<file path="src/inc/rims_pkg.sv">
/*
  Package for the reader interrupt status and mask block: register offsets,
  bit positions, reset values and the state carriers.
  Assumes a 32-bit APB with one aligned word per register.
*/
package rims_pkg;

  // Register indices as printed; byte address is four times the index
  localparam logic [7:0]  IDX_EVENT_FLAGS  = 8'h0C;
  localparam logic [7:0]  IDX_ENABLE_COLHI = 8'h0D;
  localparam logic [7:0]  IDX_COLL_POS     = 8'h0E;
  localparam logic [7:0]  IDX_IRQ_CTRL     = 8'h20;
  localparam logic [7:0]  IDX_IRQ_STATUS   = 8'h21;
  localparam logic [7:0]  IDX_IRQ_MASK     = 8'h22;

  // Event flag bit positions
  localparam int          BIT_TX     = 7;
  localparam int          BIT_SRX    = 6;
  localparam int          BIT_FIFO   = 5;
  localparam int          BIT_CRC    = 4;
  localparam int          BIT_PAR    = 3;
  localparam int          BIT_FRAME  = 2;
  localparam int          BIT_COL    = 1;
  localparam int          BIT_NORESP = 0;

  // Reset values
  localparam logic [7:0]  RST_EVENT_FLAGS = 8'h00;
  localparam logic [5:0]  RST_ENABLES     = 6'h3E;
  localparam logic [7:0]  RST_COLL_POS    = 8'h00;
  localparam logic [3:0]  RST_IRQ_MASK    = 4'h0;

  // Own interrupt status bits (sticky, write one to clear)
  localparam int          SB_TX_END  = 0;
  localparam int          SB_RX_END  = 1;
  localparam int          SB_ERROR   = 2;
  localparam int          SB_CLEARED = 3;

  // Frame-side events from the coder
  typedef struct packed {
    logic       tx_start;
    logic       tx_end;
    logic       rx_sof;
    logic       rx_end;
    logic       fifo_level;
    logic       crc_err;
    logic       parity_err;
    logic       framing_err;
    logic       collision;
    logic       no_response;
    logic       rephase_done;
    logic       ctrl_write;
    logic [9:0] coll_pos;
  } rims_evt_s;

  typedef enum logic [2:0] {
    PH_IDLE = 3'b001,
    PH_TX   = 3'b010,
    PH_RX   = 3'b100
  } rims_phase_e;

  typedef struct packed {
    rims_phase_e phase;
    logic [7:0]  flags;
    logic [5:0]  enables;
    logic [1:0]  col_hi;
    logic [7:0]  col_lo;
    logic        line;
    logic [3:0]  sirq;
    logic [3:0]  smask;
    logic        irq;
    logic [31:0] prdata;
    logic        pready;
    logic        pslverr;
    logic        decoder_en;
  } rims_state_s;

endpackage

</file>
<file path="src/rtl/rims_top.sv">
/*
  Interrupt status and mask logic of the reader front end, with an APB slave.
  Assumes events arrive as one-cycle pulses on pclk from the coder, and that
  the enable pin is already synchronised to pclk.
*/
// Added by the designer: the APB register port.
`timescale 1ns/1ps
//
// Behaviour
// - Flags clear at reset, enable low, control write
// - Rephase end clears flags and interrupt line
// - TX flag at start, interrupt at end
// - RX flag at SOF, interrupt at end
// - FIFO threshold crossing sets bit 5
// - CRC error only without no-CRC option
// - Parity error sets bit 3
// - Framing or EOF error sets bit 2
// - Collision sets bit 1
// - No-response timeout sets bit 0
// - Reading flags clears them and line
// - During TX only bits 5,7 change, except any bit on an end-pulse cycle
// - During RX only bit 6 changes, no interrupt, except on an end-pulse cycle
// - Line rises at end of TX and RX
// - Error and FIFO events gated by enables
// - Enables reset to 3E
// - Collision bits 9:8 in enable register, read-clear
// - Collision bits 7:0 register, read-clear
module rims_top (
  // APB
  input  wire logic                   pclk,
  input  wire logic                   presetn,
  input  wire logic                   psel,
  input  wire logic                   penable,
  input  wire logic                   pwrite,
  input  wire logic [11:0]            paddr,
  input  wire logic [31:0]            pwdata,
  input  wire logic [3:0]             pstrb,
  output logic      [31:0]            prdata,
  output logic                        pready,
  output logic                        pslverr,
  // Device controls
  input  wire logic                   chip_enable,
  input  wire logic                   no_rx_crc,
  input  wire rims_pkg::rims_evt_s    evt,
  // Outputs
  output logic                        irq_line,
  output logic                        decoder_enable,
  output logic                        irq
);
  import rims_pkg::*;

  rims_state_s r_reg;
  rims_state_s r_next;

  ////////////////////////////////////////////////////////////////////////////
  function automatic logic hit(input logic [11:0] a, input logic [7:0] idx);
    hit = (a[11:2] == {2'b00, idx}) && (a[1:0] == 2'b00);
  endfunction

  logic       setup;
  logic       rd;
  logic       wr;
  logic [7:0] set_f;
  logic [7:0] allow;
  logic [5:0] gated;
  logic       end_evt;
  logic [3:0] sset;

  always_comb begin
    r_next  = r_reg;
    setup   = psel && !penable;
    rd      = setup && !pwrite;
    wr      = setup && pwrite;
    set_f   = 8'h00;
    allow   = 8'hFF;
    sset    = 4'h0;
    end_evt = evt.tx_end || evt.rx_end;

    // Phase tracking
    case (r_reg.phase)
      PH_IDLE: begin
        if (evt.tx_start) begin
          r_next.phase = PH_TX;
        end else if (evt.rx_sof) begin
          r_next.phase = PH_RX;
        end
      end
      PH_TX: begin
        if (evt.tx_end) begin
          r_next.phase = PH_IDLE;
        end
      end
      PH_RX: begin
        if (evt.rx_end) begin
          r_next.phase = PH_IDLE;
        end
      end
      default: r_next.phase = PH_IDLE;
    endcase
    r_next.decoder_en = (r_next.phase != PH_TX);

    if (r_reg.phase == PH_TX) begin
      allow = 8'hA0;
    end else if (r_reg.phase == PH_RX) begin
      allow = 8'h40;
    end

    set_f[BIT_TX]     = evt.tx_start;
    set_f[BIT_SRX]    = evt.rx_sof;
    set_f[BIT_FIFO]   = evt.fifo_level;
    set_f[BIT_CRC]    = evt.crc_err && !no_rx_crc;
    set_f[BIT_PAR]    = evt.parity_err;
    set_f[BIT_FRAME]  = evt.framing_err;
    set_f[BIT_COL]    = evt.collision;
    set_f[BIT_NORESP] = evt.no_response;
    // Frame end pulses may land on the phase exit edge; let them through
    if (end_evt) begin
      allow = 8'hFF;
    end
    set_f = set_f & allow;

    // Read clears, but a same-cycle event survives
    if (rd && hit(paddr, IDX_EVENT_FLAGS)) begin
      r_next.flags = set_f;
    end else begin
      r_next.flags = r_reg.flags | set_f;
    end

    if (evt.collision) begin
      r_next.col_hi = evt.coll_pos[9:8];
      r_next.col_lo = evt.coll_pos[7:0];
    end else begin
      if (rd && hit(paddr, IDX_ENABLE_COLHI)) begin
        r_next.col_hi = 2'b00;
      end
      if (rd && hit(paddr, IDX_COLL_POS)) begin
        r_next.col_lo = 8'h00;
      end
    end

    if (wr && pstrb[0] && hit(paddr, IDX_ENABLE_COLHI)) begin
      r_next.enables = pwdata[5:0];
    end

    // Line: end events plus enabled flag-setting pulses of this cycle
    gated = set_f[5:0] & r_reg.enables;
    if (rd && hit(paddr, IDX_EVENT_FLAGS)) begin
      r_next.line = end_evt || (|gated);
    end else if (end_evt || (|gated)) begin
      r_next.line = 1'b1;
    end

    // Clearing sources win: rephase end and control write
    if (evt.rephase_done || evt.ctrl_write) begin
      r_next.flags = RST_EVENT_FLAGS;
      r_next.line  = 1'b0;
      sset[SB_CLEARED] = 1'b1;
    end

    sset[SB_TX_END] = evt.tx_end;
    sset[SB_RX_END] = evt.rx_end;
    sset[SB_ERROR]  = |set_f[4:1];
    r_next.sirq     = r_reg.sirq | sset;
    if (wr && pstrb[0] && hit(paddr, IDX_IRQ_STATUS)) begin
      r_next.sirq = (r_reg.sirq & ~pwdata[3:0]) | sset;
    end
    if (wr && pstrb[0] && hit(paddr, IDX_IRQ_MASK)) begin
      r_next.smask = pwdata[3:0];
    end
    r_next.irq = |(r_next.sirq & r_next.smask);

    // APB: answer in the access cycle, one wait-free cycle after setup
    r_next.pready  = setup;
    r_next.pslverr = 1'b0;
    r_next.prdata  = 32'h0000_0000;
    if (setup) begin
      if (hit(paddr, IDX_EVENT_FLAGS)) begin
        r_next.prdata = {24'h00_0000, r_reg.flags};
      end else if (hit(paddr, IDX_ENABLE_COLHI)) begin
        r_next.prdata = {24'h00_0000, r_reg.col_hi, r_reg.enables};
      end else if (hit(paddr, IDX_COLL_POS)) begin
        r_next.prdata = {24'h00_0000, r_reg.col_lo};
      end else if (hit(paddr, IDX_IRQ_CTRL)) begin
        r_next.prdata = {29'h0000_0000, r_reg.phase};
      end else if (hit(paddr, IDX_IRQ_STATUS)) begin
        r_next.prdata = {28'h000_0000, r_reg.sirq};
      end else if (hit(paddr, IDX_IRQ_MASK)) begin
        r_next.prdata = {28'h000_0000, r_reg.smask};
      end else begin
        r_next.pslverr = 1'b1;
      end
    end
    if (!r_reg.pready) begin
      r_next.prdata = r_next.prdata;
    end

    // Enable pin low holds flags, enables, collision position, line and phase at their power-on values
    if (!chip_enable) begin
      r_next.flags   = RST_EVENT_FLAGS;
      r_next.enables = RST_ENABLES;
      r_next.col_hi  = 2'b00;
      r_next.col_lo  = RST_COLL_POS;
      r_next.line    = 1'b0;
      r_next.phase   = PH_IDLE;
    end
  end

  ////////////////////////////////////////////////////////////////////////////
  always_ff @(posedge pclk or negedge presetn) begin
    if (!presetn) begin
      r_reg.phase      <= PH_IDLE;
      r_reg.flags      <= RST_EVENT_FLAGS;
      r_reg.enables    <= RST_ENABLES;
      r_reg.col_hi     <= 2'b00;
      r_reg.col_lo     <= RST_COLL_POS;
      r_reg.line       <= 1'b0;
      r_reg.sirq       <= 4'h0;
      r_reg.smask      <= RST_IRQ_MASK;
      r_reg.irq        <= 1'b0;
      r_reg.prdata     <= 32'h0000_0000;
      r_reg.pready     <= 1'b0;
      r_reg.pslverr    <= 1'b0;
      r_reg.decoder_en <= 1'b1;
    end else begin
      r_reg <= r_next;
    end
  end

  assign prdata         = r_reg.prdata;
  assign pready         = r_reg.pready;
  assign pslverr        = r_reg.pslverr;
  assign irq_line       = r_reg.line;
  assign decoder_enable = r_reg.decoder_en;
  assign irq            = r_reg.irq;

endmodule

</file>
<file path="config.mk">
export PLATFORM = sky130hd
export DESIGN_NAME = rims_top
export DESIGN_NICKNAME = d
export VERILOG_FILES = /design/src/inc/rims_pkg.sv /design/src/rtl/rims_top.sv
export SDC_FILE = /design/constraint.sdc
export NUM_CORES = 1
export LEC_CHECK = 0
export BUFFER_PORTS_ARGS = -buffer_cell sky130_fd_sc_hd__clkbuf_2
export CAP_MARGIN = 10
export CORE_MARGIN = 3
export CORE_UTILIZATION = 45
export DETAILED_ROUTE_END_ITERATION = 8
export PLACE_DENSITY = 0.76
export SKIP_CTS_REPAIR_TIMING = 1
export SYNTH_ARGS = -nofsm -noshare
export SYNTH_HDL_FRONTEND = slang
export SYNTH_SLANG_ARGS = --single-unit
</file>
<file path="constraint.sdc">
create_clock -name pclk -period 2.1 [get_ports pclk]
set_input_delay 0.42 -clock pclk [delete_from_list [all_inputs] [get_ports pclk]]
set_output_delay 0.42 -clock pclk [all_outputs]
set_load 0.05 [all_outputs]
</file>
==> results of run 1 <==
==> stage by stage <==
step / worst slack (ps) / std cells / TNS (ps)
floorplan: 135 / 296 / 0
global placement: -19.8 / 405 / -103
detailed placement: -71.6 / 405 / -494
CTS: 255 / 413 / 0
global route: 56.9 / 413 / 0
finish: 221 / 413 / 0
==> final timing paths <==
path | start | endpoint | slack (ps) | depth (start not counted)
setup / recovery | paddr[5] | r_reg[50]$_DFFE_PN0P_ | 220 | 6
hold / removal | presetn | r_reg[49]$_DFFE_PN0P_ | 200 | 2
setup reg to reg | r_reg[71]$_DFF_PN0_ | irq$_DFF_PN0_ | 550 | 5
hold reg to reg | r_reg[49]$_DFFE_PN0P_ | r_reg[49]$_DFFE_PN0P_ | 510 | 1
max in group asynchronous | presetn | r_reg[61]$_DFF_PN0_ | 1510 | 2
min in group pclk | evt[11] | r_reg[43]$_DFF_PN0_ | 320 | 3
==> synthesized netlist by cell type, types with 2 or more instances <==
cell type / instances
nand3_1: 2
a22oi_1: 16
o211ai_1: 2
a221oi_1: 3
nor3_1: 5
o22a_1: 2
inv_1: 5
o21ai_0: 6
a21oi_1: 12
mux2_2: 4
a22o_1: 8
a21boi_0: 4
buf_4: 33
nor2b_1: 3
nor2_1: 33
nand2b_1: 4
o22ai_1: 2
mux2i_1: 12
nand3b_1: 5
and2_1: 2
nor3b_1: 5
dfstp_2: 7
dfrtp_1: 41
clkbuf_1: 9
nand2_1: 23
==> power groups by stage <==
| stage | clock (mW) | sequential [mW] | combinational [mW] |
|---|---|---|---|
| finish | 0.675 | 0.975 | 0.354 |
| detailed placement | 0 | 0.992 | 0.352 |
| CTS | 0.680 | 0.975 | 0.354 |
| global placement | 0 | 0.993 | 0.347 |
| floorplan | 0 | 0.999 | 0.250 |
| global route | 0.728 | 0.978 | 0.386 |
==> worst register-to-register path: stages, from the launching register on <==
cell and delay [ps]:
dfrtp_1 480, xor2_1 170, nand3b_1 110, o41ai_1 120, a21boi_0 180, or3b_1 380
==> per-layer routing <==
metal  up-vias  wire, um  global-route usage (%)
met2        92      2960                    29.7
met1      1098      2930                    27.7
met3         9       502                    4.46
li1       1050         -                       -
met4         0        87                    5.05
met5         -         0                       0
==> area by class of cell <==
cell class | instances | area share (%)
Sequential cell | 48 | 38.5
Multi-Input combinational cell | 199 | 39.5
Timing Repair Buffer | 81 | 15.0
Tap cell | 72 | 2.87
Inverter | 5 | 0.597
Clock buffer | 5 | 2.19
Clock inverter | 3 | 1.35
==> cell families after synthesis <==
kind of cell,after synthesis,synth area share (%)
AOI/OAI and AO/OA,61,16.3
xor gates and xnor gates,1,0.327
buffers and inverters,49,11.8
DFF,48,45.1
muxes,16,6.16
other,1,0.140
and+or+nand+nor,97,20.2
==> flow_summary.ini, run 1 <==
[critical_path]
cp-start-kind = input port
worstPathCellList = clkbuf_2 -> buf_4 -> nand3b_2 -> nor3_1 -> a311oi_1 -> a22o_1
worst_setup_path_end_kind = register
critical_path.max_fanout = 8
critical_path_class = in2reg
worstPathRequired_ps = 2350
slowest_stage_cell_on_the_critical_path = a311oi_1
crit_arrival_ps = 2130
critical_path.top_delay_family = compound AO/OA/AOI/OAI gates
crit_path_max_incr_delay_ps = 890
worst-path-buf-inv = 2

[finish]
most_frequent_standard_cell_in_the_layout_excluding_fill_and_tap_cells = clkbuf_2
multi_input_area_um2 = 1240
num_antenna_cells = 0
nFillCells = 519
layout.cells.most_common_list = 60 x clkbuf_2, 41 x dfrtp_1, 33 x nor2_1
fin_nets = 417
utilization_pct = 55.7
finalInstanceArea_um2 = 3140
syn_to_final_growth_pct = 17.2
layout.area.seq_um2 = 1210
drive_gt1_share_pct = 32.0
largest_register_ffs = 35

[drt]
drt-initial-drc-count = 241
remaining_drc_errors = 0
routedWlPerCell_um = 15.7
detailroute.via_count = 2249
final_wirelength_mm = 6.48
antenna_left = 0
detailedRoute.firstPassIterationCount = 4
avgViaCountPerCell = 5.45

[floorplanning]
die_area_um2 = 6920
die_height_um = 83.2
design.portCount = 114
starting_utilization_of_the_core_area_pct = 47.5
core_um2 = 5640
die-width_um = 83.2
num_rows = 27

[sta]
skew_ps = 6.82
achievable-frequency_ghz = 0.532
hold_viol_final = 0
timing.final.crit_share_pct = 89.5
slew_viol_final = 0
final_period_minus_worst_setup_slack_ps = 1880
report.final.setup_viol = 0
rsz0062_at_grt = false
worst_slew_margin_rel_pct = 31.1
final.hold.worst_slack_ps = 202
tightest_slew_ps = 1030

[yosys]
synth.area.top_cells = dfrtp_1 38%, buf_4 9.2%, dfstp_2 6.9%, nor2_1 4.6%, mux2i_1 4.5%
ys_ff_latch = 48
synthDominantAreaCellType = dfrtp_1
syn-mean-instance-area_um2 = 9.82
netlist.area_leader.share_pct = 38.3
synthesis.area_um2 = 2680
number_of_enable_type_register_cells_in_the_synthesized_netlist = 0
seq_area_frac_synth_pct = 45.1
async_reset_ff_share_pct = 100
ys_types = 50
dominantRegCellSynth = dfrtp_1
synth_cells = 273
yosys_warnings = 0

[global_routing]
global_route_wire_length_before_repair_mm = 10.9
number_of_antenna_violations_at_the_first_check_in_global_routing = 0
grtUsageTotal_pct = 19.4
pin_count_of_the_biggest_net_entering_global_routing = 49
grt-ovfl-total = 0
number_of_global_route_vias_before_repair = 2132

[pwr]
power.clock.fraction_pct = 33.7
power.share.switching_pct = 29.5
internal_power_mw = 1.41
switchingPower_mw = 0.591
sequentialPowerShare_pct = 48.7
comb_power_share_pct = 17.7
design_power_total_mw = 2.00
power_per_cell_area_nw_per_um2 = 638
peakVddDrop_uv = 362
leakage_nw = 1.53

[placed_design]
gpl.final_weighted_congestion = 0.810
postPlaceCellArea_um2 = 3030
hpwlAfterDp_mm = 4.99
buffer_ports.inserted = 60

[cts]
clock_path_buffers = 2
number_of_buffers_added_by_the_clock_tree_synthesis_step = 5
clock-root-buffer = clkbuf_8
clock_sink_count = 48
cts_htree_levels = 2
latest_clock_arrival_within_the_worst_skew_pair_ps = 310
cts.reportedPaths.clkPinSlew_ps = 90
cts_tree = built

[status]
outcome = finished clean

[flow_run]
cap_viol_max_count = 0

[hold_path]
hold_path_class = in2async
Note: power is estimated with default switching activity, not from simulation.
==> inputs of run 2 (changes only) <==
==> constraint.sdc (replaced) <==
create_clock -name pclk -period 2.1 [get_ports pclk]
set_input_delay 0.21 -clock pclk [delete_from_list [all_inputs] [get_ports pclk]]
set_output_delay 0.21 -clock pclk [all_outputs]
set_load 0.05 [all_outputs]
==> run 2 against run 1 <==
The flow now finishes with violations (negative hold slack). Final cell count fell by 2.2%. Combinational power decreased by 4%. First-iteration DRC count decreased by 20%. Critical path depth unchanged. Non-clock buffer count is 9 lower. Total power shrank 6.1%. Sequential share of layout area is 1.1 points higher. Sequential power about the same. Hold slack worse by 210 ps.
==> flow_summary.ini, run 2 (synthesis results as in run 1) <==
[status]
outcome = finished with violations
violations = negative hold slack

[critical_path]
worstPathCellList = clkbuf_2 -> nor4_1 -> nand4_1 -> o21ai_0 -> a21boi_0 -> or3b_1
crit_arrival_ps = 1870
cp-start-kind = input port
critical_path.reg2reg.endpoint = irq$_DFF_PN0_
worstPathRequired_ps = 2280
critical_path.max_fanout = 4
setup.reg_to_reg.worst_slack_ps = 510
worst-path-buf-inv = 1
cp.depth = 6
slowest_stage_cell_on_the_critical_path = nor4_1
critical_path.top_delay_family = simple AND/OR/NAND/NOR gates
crit_path_max_incr_delay_ps = 420
critical_path_class = in2reg
worstSetupStartpoint = paddr[11]
worst_setup_path_end_kind = register
start_of_the_worst_register_to_register_path = r_reg[71]$_DFF_PN0_
crit_end = irq$_DFF_PN0_
reg2reg_depth = 5

[cts]
cts.reportedPaths.clkPinSlew_ps = 90
cts_tree = built
clock_path_buffers = 2
clock-root-buffer = clkbuf_8
clock_sink_count = 48
latest_clock_arrival_within_the_worst_skew_pair_ps = 300
number_of_buffers_added_by_the_clock_tree_synthesis_step = 5
cts_htree_levels = 2

[finish]
layout.cells.most_common_list = 60 x clkbuf_2, 41 x dfrtp_1, 33 x nor2_1
most_frequent_standard_cell_in_the_layout_excluding_fill_and_tap_cells = clkbuf_2
num_antenna_cells = 0
finalNonFillerCells = 404
largest_register_ffs = 35
utilization_pct = 54.2
syn_to_final_growth_pct = 14.0
drive_gt1_share_pct = 30.1
fin_nets = 408

[sta]
report.final.setup_viol = 0
rsz0062_at_grt = false
skew_ps = 3.93
final_period_minus_worst_setup_slack_ps = 1690
tightest_slew_ps = 979
final.hold.worst_slack_ps = -12.2
worst_slew_margin_rel_pct = 34.3
slew_viol_final = 0
hold_viol_final = 23
timing.final.crit_share_pct = 80.3
finalSetupTns_ps = 0
achievable-frequency_ghz = 0.593

[floorplanning]
starting_utilization_of_the_core_area_pct = 47.5
die-width_um = 83.2
die_area_um2 = 6920
core_um2 = 5640
design.portCount = 114
die_height_um = 83.2
num_rows = 27

[placed_design]
gpl.final_weighted_congestion = 0.874
hpwlAfterDp_mm = 4.90
dpl.cell_count = 396
buffer_ports.inserted = 60

[drt]
final_wirelength_mm = 6.36
routedWlPerCell_um = 15.7
wl_met1_mm = 2.91
top_layer_used = met4
detailedRoute.firstPassIterationCount = 5
met3_wirelength_um = 467
antenna_left = 0
detailroute.via_count = 2228
remaining_drc_errors = 0
avgViaCountPerCell = 5.51
met2_wirelength_mm = 2.94
drt-initial-drc-count = 194

[pwr]
power_per_cell_area_nw_per_um2 = 616
leakage_nw = 1.47
peakVddDrop_uv = 477

[global_routing]
grtUsageTotal_pct = 18.7
global_route_wire_length_before_repair_mm = 10.5
grt-ovfl-total = 0
number_of_global_route_vias_before_repair = 2124
pin_count_of_the_biggest_net_entering_global_routing = 49
number_of_antenna_violations_at_the_first_check_in_global_routing = 0

[flow_run]
cap_viol_max_count = 0

[hold_path]
hold_path_class = in2async
-- run 2: final cells by class --
class | instances | area, um^2
clock buffer | 5 | 68.8
clock inverter | 3 | 23.8
fill | 514 | 2590
inverter | 5 | 18.8
multi-input combinational | 199 | 1240
sequential | 48 | 1210
tap | 72 | 90.1
timing repair buffer | 72 | 403
-- run 2: layer usage --
metal,track usage (%),vias to the layer above
li1,-,1029
met1,26.6,1094
met2,29.4,101
met3,4.17,4
met4,4.16,0
met5,0,-
-- run 2: power breakdown --
group | internal [mW] | leakage (nW) | switching (mW)
clock | 0.236 | 0.0404 | 0.327
combinational | 0.0988 | 0.815 | 0.242
sequential | 0.953 | 0.613 | 0.0236
total | 1.29 | 1.47 | 0.593
-- run 2: worst min-delay path by stage --
stage                        from                   to  slack, ps  cells after the start
after floorplan           presetn        irq$_DFF_PN0_        -90                      0
after global placement    presetn  prdata[0]$_DFF_PN0_        340                      2
after detailed placement  presetn  prdata[3]$_DFF_PN0_        340                      2
after CTS                 presetn  prdata[3]$_DFF_PN0_         10                      2
after global routing      presetn  prdata[4]$_DFF_PN0_         30                      2
final                     presetn  prdata[3]$_DFF_PN0_        -10                      2
-- run 2: worst register-to-register path, stage by stage, from the launching register on --
cell      delay [ps]
dfrtp_1          490
xor2_1           200
nand3b_1         110
o41ai_1          110
a21boi_0         180
or3b_1           390
-- run 2: through the flow --
step / setup slack (ps) / cell area (um^2) / power, mW
final: 415 / 3060 / 1.88
after global routing: 292 / 3060 / 1.97
after CTS: 443 / 3060 / 1.89
after detailed placement: 145 / 2960 / 1.33
after global placement: 134 / 2960 / 1.33
after floorplan: 345 / 2770 / 1.25
